<file path="src/rtl/dca_defs.vh">
// Offsets, field positions, reset values and counts of the DMA arbiter block.
`ifndef DCA_DEFS_VH
`define DCA_DEFS_VH
`define DCA_NCH         6
`define DCA_A_PRIO_EN   12'h000
`define DCA_A_STATUS    12'h004
`define DCA_A_DONE      12'h008
`define DCA_CH_BASE_LO  3'h1
`define DCA_CH_BASE_HI  3'h6
`define DCA_R_SRC       3'h0
`define DCA_R_DST       3'h1
`define DCA_R_CNT       3'h2
`define DCA_R_SFC       3'h3
`define DCA_R_MODE      3'h4
`define DCA_EN_MSB      5
`define DCA_EN_LSB      0
`define DCA_PRI_MSB     13
`define DCA_PRI_LSB     8
`define DCA_FREE_BIT    15
`define DCA_SYN_MSB     15
`define DCA_SYN_LSB     12
`define DCA_DBL_BIT     11
`define DCA_FC_MSB      7
`define DCA_FC_LSB      0
`define DCA_SFC_WMASK   16'hf8ff
`define DCA_SFC_RST     16'h0000
`define DCA_REG_RST     16'h0000
`define DCA_SYN_NONE    4'h0
`define DCA_MODE_ABU    0
`endif

</file>
<file path="src/rtl/dca_arb.v">
// Two-level round-robin arbiter for the six DMA channels.
`include "dca_defs.vh"
module dca_arb (
    input  wire       clk,
    input  wire       rst_n,
    input  wire [5:0] req,
    input  wire [5:0] prio,
    input  wire       adv,
    output reg        gnt_vld,
    output reg  [2:0] gnt_idx
);
    reg  [2:0] hi_ptr_q;
    reg  [2:0] lo_ptr_q;
    reg  [3:0] hi_pick;
    reg  [3:0] lo_pick;

    function [2:0] dca_next;
        input [2:0] x;
        begin
            dca_next = (x == 3'h5) ? 3'h0 : x + 3'h1;
        end
    endfunction

    // Scan starts at the pointer, so the channel after the last winner
    // is looked at first.
    function [3:0] dca_pick;
        input [5:0] m;
        input [2:0] p;
        integer     k;
        reg   [2:0] j;
        reg         f;
        begin
            dca_pick = 4'h0;
            f = 1'b0;
            j = p;
            for (k = 0; k < `DCA_NCH; k = k + 1) begin
                if (!f && m[j]) begin
                    f = 1'b1;
                    dca_pick = {1'b1, j};
                end
                j = dca_next(j);
            end
        end
    endfunction

    always @* begin
        hi_pick = dca_pick(req & prio, hi_ptr_q);
        lo_pick = dca_pick(req & ~prio, lo_ptr_q);
        if (hi_pick[3]) begin
            gnt_vld = 1'b1;
            gnt_idx = hi_pick[2:0];
        end else begin
            gnt_vld = lo_pick[3];
            gnt_idx = lo_pick[2:0];
        end
    end

    always @(posedge clk or negedge rst_n) begin
        if (!rst_n) begin
            hi_ptr_q <= 3'h0;
            lo_ptr_q <= 3'h0;
        end else if (adv && gnt_vld) begin
            if (hi_pick[3]) begin
                hi_ptr_q <= dca_next(gnt_idx);
            end else begin
                lo_ptr_q <= dca_next(gnt_idx);
            end
        end
    end
endmodule

</file>
<file path="src/rtl/dca_top.v">
// Six-channel DMA arbiter and channel context registers behind APB.
`include "dca_defs.vh"
module dca_top (
    input  wire        clk,
    input  wire        rst_n,
    input  wire        psel,
    input  wire        penable,
    input  wire        pwrite,
    input  wire [11:0] paddr,
    input  wire [31:0] pwdata,
    output reg  [31:0] prdata,
    output reg         pready,
    output reg         pslverr,
    input  wire        emu_halt,
    input  wire [15:0] sync_evt,
    output reg         mem_req,
    output reg         mem_we,
    output reg  [15:0] mem_addr,
    output reg  [15:0] mem_wdata,
    input  wire [15:0] mem_rdata,
    input  wire        mem_ack
);
    localparam [3:0] S_IDLE = 4'b0001;
    localparam [3:0] S_RD   = 4'b0010;
    localparam [3:0] S_WR   = 4'b0100;
    localparam [3:0] S_UPD  = 4'b1000;

    reg  [15:0] src_q [0:5];
    reg  [15:0] dst_q [0:5];
    reg  [15:0] cnt_q [0:5];
    reg  [15:0] shd_q [0:5];
    reg  [15:0] sfc_q [0:5];
    reg  [5:0]  abu_q;
    reg  [5:0]  en_q;
    reg  [5:0]  pri_q;
    reg         free_q;
    reg  [5:0]  done_q;
    reg  [5:0]  pend_q;
    reg  [15:0] syn1_q;
    reg  [15:0] syn2_q;
    reg  [15:0] syn3_q;
    reg         halt1_q;
    reg         halt2_q;
    reg  [3:0]  st_q;
    reg  [2:0]  cur_q;
    reg         word2_q;

    reg  [2:0]  dch;
    reg  [2:0]  dreg;
    reg         dchan;
    reg         dglob;
    reg         dstat;
    reg         ddone;
    reg         dok;
    reg  [15:0] rd_val;
    reg  [5:0]  req;
    reg  [5:0]  start_v;
    reg  [5:0]  upd_v;

    wire        gnt_vld;
    wire [2:0]  gnt_idx;
    wire        acc_req = psel & penable & ~pready;
    wire        wr      = psel & penable & pready & pwrite & dok;
    wire        run     = ~(halt2_q & ~free_q);
    wire        start   = st_q[0] & gnt_vld & run;
    wire [15:0] edge_v  = syn2_q & ~syn3_q;
    wire [15:0] cur_sfc = sfc_q[cur_q];
    wire [15:0] cur_cnt = cnt_q[cur_q];
    wire [15:0] cur_src = src_q[cur_q];
    wire [15:0] cur_dst = dst_q[cur_q];
    wire        cur_dbl = cur_sfc[`DCA_DBL_BIT];
    wire        frm_end = st_q[3] & ~abu_q[cur_q] & (cur_cnt == 16'h0);
    wire        blk_end = frm_end & (cur_sfc[`DCA_FC_MSB:`DCA_FC_LSB] == 8'h0);
    wire [5:0]  done_v  = upd_v & {6{blk_end}};
    wire        wr_glob = wr & dglob;

    // Each element advances the addresses by its own size in words.
    function [15:0] dca_step;
        input dbl;
        begin
            dca_step = dbl ? 16'h0002 : 16'h0001;
        end
    endfunction

    dca_arb dca_arb_i (
        .clk     (clk),
        .rst_n   (rst_n),
        .req     (req),
        .prio    (pri_q),
        .adv     (start),
        .gnt_vld (gnt_vld),
        .gnt_idx (gnt_idx)
    );

    always @* begin
        dch   = paddr[7:5] - 3'h1;
        dreg  = paddr[4:2];
        dchan = (paddr[11:8] == 4'h0) && (paddr[1:0] == 2'h0) &&
                (paddr[7:5] >= `DCA_CH_BASE_LO) &&
                (paddr[7:5] <= `DCA_CH_BASE_HI) &&
                (paddr[4:2] <= `DCA_R_MODE);
        dglob = (paddr == `DCA_A_PRIO_EN);
        dstat = (paddr == `DCA_A_STATUS);
        ddone = (paddr == `DCA_A_DONE);
        dok   = dchan | dglob | dstat | ddone;
    end

    always @* begin
        rd_val = 16'h0;
        if (dglob) begin
            rd_val[`DCA_EN_MSB:`DCA_EN_LSB]   = en_q;
            rd_val[`DCA_PRI_MSB:`DCA_PRI_LSB] = pri_q;
            rd_val[`DCA_FREE_BIT]             = free_q;
        end else if (dstat) begin
            rd_val = {2'h0, pend_q, 1'b0, cur_q, 3'h0, ~st_q[0]};
        end else if (ddone) begin
            rd_val = {10'h0, done_q};
        end else if (dchan) begin
            case (dreg)
                `DCA_R_SRC:  rd_val = src_q[dch];
                `DCA_R_DST:  rd_val = dst_q[dch];
                `DCA_R_CNT:  rd_val = cnt_q[dch];
                `DCA_R_SFC:  rd_val = sfc_q[dch];
                `DCA_R_MODE: rd_val = {15'h0, abu_q[dch]};
                default:     rd_val = 16'h0;
            endcase
        end
    end

    always @* begin : req_decode
        integer i;
        i = 0;
        for (i = 0; i < `DCA_NCH; i = i + 1) begin
            // Zero in the sync field needs no event at all.
            req[i] = en_q[i] &
                     ((sfc_q[i][`DCA_SYN_MSB:`DCA_SYN_LSB] ==
                       `DCA_SYN_NONE) | pend_q[i]);
            start_v[i] = start & (gnt_idx == i[2:0]);
            upd_v[i]   = st_q[3] & (cur_q == i[2:0]);
        end
    end

    // One wait state lets the read data come from a flip-flop.
    always @(posedge clk or negedge rst_n) begin
        if (!rst_n) begin
            pready  <= 1'b0;
            pslverr <= 1'b0;
            prdata  <= 32'h0;
        end else begin
            pready  <= acc_req;
            pslverr <= acc_req & ~dok;
            prdata  <= (acc_req & ~pwrite) ? {16'h0, rd_val} : 32'h0;
        end
    end

    // Sync pins and the halt pin cross in from outside the clock domain.
    always @(posedge clk or negedge rst_n) begin
        if (!rst_n) begin
            syn1_q  <= 16'h0;
            syn2_q  <= 16'h0;
            syn3_q  <= 16'h0;
            halt1_q <= 1'b0;
            halt2_q <= 1'b0;
        end else begin
            syn1_q  <= sync_evt;
            syn2_q  <= syn1_q;
            syn3_q  <= syn2_q;
            halt1_q <= emu_halt;
            halt2_q <= halt1_q;
        end
    end

    // A sync edge in the cycle its element starts is kept for the next one.
    always @(posedge clk or negedge rst_n) begin : pend_regs
        integer i;
        if (!rst_n) begin
            pend_q <= 6'h0;
        end else begin
            for (i = 0; i < `DCA_NCH; i = i + 1) begin
                pend_q[i] <= ((sfc_q[i][`DCA_SYN_MSB:`DCA_SYN_LSB] !=
                               `DCA_SYN_NONE) &
                              edge_v[sfc_q[i][`DCA_SYN_MSB:`DCA_SYN_LSB]]) |
                             (pend_q[i] & ~start_v[i]);
            end
        end
    end

    always @(posedge clk or negedge rst_n) begin
        if (!rst_n) begin
            en_q   <= 6'h0;
            pri_q  <= 6'h0;
            free_q <= 1'b0;
            done_q <= 6'h0;
        end else begin
            if (wr_glob) begin
                pri_q  <= pwdata[`DCA_PRI_MSB:`DCA_PRI_LSB];
                free_q <= pwdata[`DCA_FREE_BIT];
            end
            en_q <= (wr_glob ? pwdata[`DCA_EN_MSB:`DCA_EN_LSB] : en_q) &
                    ~done_v;
            done_q <= done_v |
                      (done_q & ~((wr & ddone) ? pwdata[5:0] : 6'h0));
        end
    end

    always @(posedge clk or negedge rst_n) begin : ctx_regs
        integer i;
        if (!rst_n) begin
            for (i = 0; i < `DCA_NCH; i = i + 1) begin
                src_q[i] <= `DCA_REG_RST;
                dst_q[i] <= `DCA_REG_RST;
                cnt_q[i] <= `DCA_REG_RST;
                shd_q[i] <= `DCA_REG_RST;
                sfc_q[i] <= `DCA_SFC_RST;
            end
            abu_q <= 6'h0;
        end else begin
            for (i = 0; i < `DCA_NCH; i = i + 1) begin
                if (wr && dchan && dch == i[2:0] && dreg == `DCA_R_SRC) begin
                    src_q[i] <= pwdata[15:0];
                end else if (upd_v[i]) begin
                    src_q[i] <= src_q[i] + dca_step(cur_dbl);
                end
                if (wr && dchan && dch == i[2:0] && dreg == `DCA_R_DST) begin
                    dst_q[i] <= pwdata[15:0];
                end else if (upd_v[i]) begin
                    dst_q[i] <= dst_q[i] + dca_step(cur_dbl);
                end
                if (wr && dchan && dch == i[2:0] && dreg == `DCA_R_CNT) begin
                    cnt_q[i] <= pwdata[15:0];
                    shd_q[i] <= pwdata[15:0];
                end else if (upd_v[i] && !abu_q[i]) begin
                    if (cnt_q[i] == 16'h0) begin
                        cnt_q[i] <= shd_q[i];
                    end else begin
                        cnt_q[i] <= cnt_q[i] - 16'h1;
                    end
                end
                if (wr && dchan && dch == i[2:0] && dreg == `DCA_R_SFC) begin
                    sfc_q[i] <= pwdata[15:0] & `DCA_SFC_WMASK;
                end else if (upd_v[i] && frm_end && !blk_end) begin
                    sfc_q[i][`DCA_FC_MSB:`DCA_FC_LSB] <=
                        sfc_q[i][`DCA_FC_MSB:`DCA_FC_LSB] - 8'h1;
                end
                if (wr && dchan && dch == i[2:0] && dreg == `DCA_R_MODE) begin
                    abu_q[i] <= pwdata[`DCA_MODE_ABU];
                end
            end
        end
    end

    // The halt only blocks new elements, so memory never sees a torn pair.
    always @(posedge clk or negedge rst_n) begin
        if (!rst_n) begin
            st_q      <= S_IDLE;
            cur_q     <= 3'h0;
            word2_q   <= 1'b0;
            mem_req   <= 1'b0;
            mem_we    <= 1'b0;
            mem_addr  <= 16'h0;
            mem_wdata <= 16'h0;
        end else begin
            case (st_q)
                S_IDLE: begin
                    if (start) begin
                        cur_q    <= gnt_idx;
                        word2_q  <= 1'b0;
                        mem_req  <= 1'b1;
                        mem_we   <= 1'b0;
                        mem_addr <= src_q[gnt_idx];
                        st_q     <= S_RD;
                    end
                end
                S_RD: begin
                    if (mem_ack) begin
                        mem_we    <= 1'b1;
                        mem_wdata <= mem_rdata;
                        mem_addr  <= {cur_dst[15:1],
                                      cur_dst[0] ^ word2_q};
                        st_q      <= S_WR;
                    end
                end
                S_WR: begin
                    if (mem_ack) begin
                        if (cur_dbl && !word2_q) begin
                            word2_q  <= 1'b1;
                            mem_we   <= 1'b0;
                            mem_addr <= {cur_src[15:1], ~cur_src[0]};
                            st_q     <= S_RD;
                        end else begin
                            mem_req <= 1'b0;
                            mem_we  <= 1'b0;
                            st_q    <= S_UPD;
                        end
                    end
                end
                S_UPD: begin
                    st_q <= S_IDLE;
                end
                default: begin
                    st_q    <= S_IDLE;
                    mem_req <= 1'b0;
                    mem_we  <= 1'b0;
                end
            endcase
        end
    end
endmodule

</file>
<file path="config.mk">
export PLATFORM = sky130hd
export DESIGN_NAME = dca_top
export DESIGN_NICKNAME = d
export VERILOG_FILES = /design/src/rtl/dca_arb.v /design/src/rtl/dca_top.v
export VERILOG_INCLUDE_DIRS = /design/src /design/src/rtl
export SDC_FILE = /design/constraint.sdc
export NUM_CORES = 2
export LEC_CHECK = 0
export BUFFER_PORTS_ARGS = -buffer_cell sky130_fd_sc_hd__buf_2
export CORE_ASPECT_RATIO = 0.9
export CORE_MARGIN = 2
export CORE_UTILIZATION = 50
export CTS_CLUSTER_SIZE = 28
export DETAILED_ROUTE_END_ITERATION = 10
export PLACE_DENSITY = 0.74
export SYNTH_ARGS = -nofsm -noshare
export SYNTH_HDL_FRONTEND = slang
export SYNTH_SLANG_ARGS = --single-unit
export TNS_END_PERCENT = 20
</file>
<file path="constraint.sdc">
create_clock -name clk -period 4.7 [get_ports clk]
set_input_delay 0.94 -clock clk [delete_from_list [all_inputs] [get_ports clk]]
set_output_delay 0.94 -clock clk [all_outputs]
set_load 0.01 [all_outputs]
</file>
==> out/results.ini <==
[outcome]
run_status = completed

[clocking]
cts_tree = built
cts-hold-fix-buffers = 0
cts_buffers = 69
postCtsSetupRepairBufs = 0
cts.sinks = 606
cts_root_buffer = clkbuf_16
cts.clk_slew.worst_paths_ns = 0.06
clockBufferDepth = 3
clock_latency_ns = 0.64
htreeDepth = 3

[timing]
max_freq_mhz = 225.7
clock_skew_ns = 0.02938
finalHoldViolCount = 0
rsz0062_at_grt = false
tightest_slew_ns = 1.254
whs_ns = 0.3461
relSlewSlack = 0.1537
maxSlewViolCount = 0
post-route-min-period_ns = 4.431
tns_ns = 0
period_share = 0.9427
setup_viol = 0

[power]
cell_internal_pwr_mw = 11.92
switchingPower_mw = 7.430
seq_power_share = 0.341
p_leak_nw = 17.37
pwr-share-clk = 0.296
ir_drop_mv = 0.3839
swShare = 0.3839
p_per_area_nw_per_um2 = 460.1
pwr-share-comb = 0.364
power.total_mw = 19.35

[finish]
layout-drive-gt1-share = 0.1407
fin_util = 0.5625
multi_input_area_sq_um = 21130
seq_area_sq_um = 15170
n_fill_cell = 6499
syn2layout_area_growth_pct = 11.06
fin_area_sq_um = 42060
layout.nets = 4440

[run]
max-cap-violations = 0

[worst_setup_path]
path_max_fanout = 18
cp-end-kind = register
crit_arrival_ns = 4.92
cpPeakStageDelay_ns = 1.03
cp_top_family = compound AO/OA/AOI/OAI gates
cp_common_cell = buf_4
crit_buf_inv = 2
worstSetupStartpointType = register
cp.required_ns = 5.19
critical_path.slowest_cell = o311ai_0
worstPathCellList = nor4_2 -> o21ai_1 -> mux2i_1 -> o311ai_0 -> nand2_1 -> buf_4 -> o211a_1 -> nor3_4 -> buf_4 -> nor2b_1 -> a2111oi_0 -> o32ai_1
crit_type = register to register

[synth]
synth_commonest_cells = 633 x nand2_1, 605 x dfrtp_1, 510 x nor2_1
synth_area_sq_um = 37870
ys_warn_count = 0
synth_edf_count = 0
ys_seq_elements = 606
yosysSeqAreaShare = 0.4005
ys_async_sr_fraction = 1.000
yosysTopAreaCellShare = 0.3998
synth_cell_types = 84
syn-instance-count = 4270
synth_ff_type = dfrtp_1
ys_top_cells_by_area = dfrtp_1 40%, mux4_2 7.2%, nand2_1 6.3%
syn_avg_cell_area_sq_um = 8.868
synth.most_common_cell = nand2_1
synth_top_area_cell = dfrtp_1

[hold_path]
min_path_type = input port to asynchronous set/reset pin

[grt]
grt_pass1_wl_mm = 191.1
grt_pass1_vias = 31750
antenna_found_initial = 8
grt_start_max_net_pins = 98
grtUsageTotal = 0.3175
overflow = 0

[place]
io_buffers = 117
gp_congestion = 0.9745
dpl_cell_area_sq_um = 39660
dp_hpwl_mm = 83.58

[floorplanning]
die_h_microns = 265.1
fp.coreArea_sq_um = 74770
ios = 151
start_util = 0.5065
die_width_microns = 294.1
dieArea_sq_um = 77950
rows = 95

[drt]
ant_nets = 0
wirelength_mm = 124.3
drt_iter0_drc = 4502
wl_per_cell_microns = 23.37
vias = 34010
drc = 0
first_pass_iters = 8
viasPerCell = 6.394

-- per-layer routing --
| metal | vias to the layer above | share of wire | global-route usage |
|---|---|---|---|
| met5 | - | 0.00075 | 0.004378 |
| li1 | 15220 | - | - |
| met1 | 16490 | 0.41 | 0.4461 |
| met2 | 1954 | 0.43 | 0.4632 |
| met3 | 332 | 0.12 | 0.08815 |
| met4 | 10 | 0.042 | 0.1293 |
-- area by class of cell --
| cell class | count | area share |
|---|---|---|
| Antenna cell | 4 | 0.0002380 |
| Clock inverter | 29 | 0.01020 |
| Timing Repair Buffer | 250 | 0.04162 |
| Inverter | 106 | 0.009461 |
| Sequential cell | 606 | 0.3607 |
| Clock buffer | 92 | 0.04644 |
| Tap cell | 970 | 0.02886 |
| Multi-Input combinational cell | 3261 | 0.5025 |
-- power by group through the flow --
| stage | Sequential, mW | Clock [mW] | Combinational [mW] |
|---|---|---|---|
| 2_1_floorplan | 6.38 | 0 | 4.62 |
| 3_3_place_gp | 6.61 | 0 | 6.73 |
| 3_5_place_dp | 6.63 | 0 | 6.79 |
| 4_1_cts | 6.55 | 5.77 | 6.83 |
| 5_1_grt | 6.65 | 5.99 | 7.56 |
| 6_report | 6.60 | 5.72 | 7.04 |
-- registers in the layout, indices dropped and copies added (netlist names), 3 cells and up --
name / count
abu_q: 6
cnt_q: 96
cur_q: 3
dca_arb_i.dca_pick.p: 3
dca_arb_i.hi_ptr_q: 3
done_q: 6
dst_q: 96
en_q: 6
mem_addr: 16
mem_wdata: 16
pend_q: 6
prdata: 16
pri_q: 6
sfc_q: 78
shd_q: 96
src_q: 96
st_q: 4
syn1_q: 15
syn2_q: 15
syn3_q: 15
-- placed cells by master (no fill, tap or decap), drive strengths merged, types with 36 or more instances in the layout --
| cell type | instances |
|---|---|
| nor3 | 53 |
| nand2b | 47 |
| dfrtp | 605 |
| a31oi | 39 |
| mux4 | 121 |
| nand3 | 100 |
| mux2 | 89 |
| o22ai | 79 |
| ha | 51 |
| a21oi | 409 |
| xnor2 | 103 |
| o21ai | 249 |
| and3 | 45 |
| nor2b | 36 |
| xor2 | 123 |
| mux2i | 113 |
| inv | 107 |
| or3 | 36 |
| a211oi | 61 |
| nor2 | 510 |
| nand2 | 633 |
| nor4 | 38 |
| clkbuf | 92 |
| buf | 250 |
-- cells by family after synthesis --
family	after synthesis	synth area share
multiplexers	323	0.1286
AND/OR/NAND/NOR	1616	0.1912
adder cells (fa/ha/maj)	64	0.02346
XOR/XNOR	226	0.05227
flip-flops	606	0.4005
other	1	0.00009903
buffers and inverters	418	0.04434
AO/OA/AOI/OAI	1016	0.1595
-- metrics by stage --
stage	instances	setup WS (ns)
floorplan	4285	0.1115
global route	5314	0.03426
finish	5318	0.2691
detailed placement	5193	0.3032
global placement	5193	0.3166
CTS	5314	0.2862
-- path summary, 6_finish.rpt --
check | from | end | slack, ns | cells past startpoint
setup / recovery | sfc_q[77] | mem_addr[15] | 0.27 | 12
hold / removal | rst_n | syn3_q[2] | 0.35 | 1
setup reg to reg | sfc_q[77] | mem_addr[15] | 0.27 | 12
hold reg to reg | halt1_q | halt2_q | 0.35 | 0
max in group asynchronous | rst_n | dst_q[12] | 3.32 | 2
min in group clk | halt1_q | halt2_q | 0.35 | 0
-- repair_timing --
action | 4_1_cts | 5_1_grt
gates resized for setup | 0 | 1
hold endpoints to repair | 0 | 0
endpoints found under the setup margin | 0 | 2
Power figures use the tool's default switching activity.
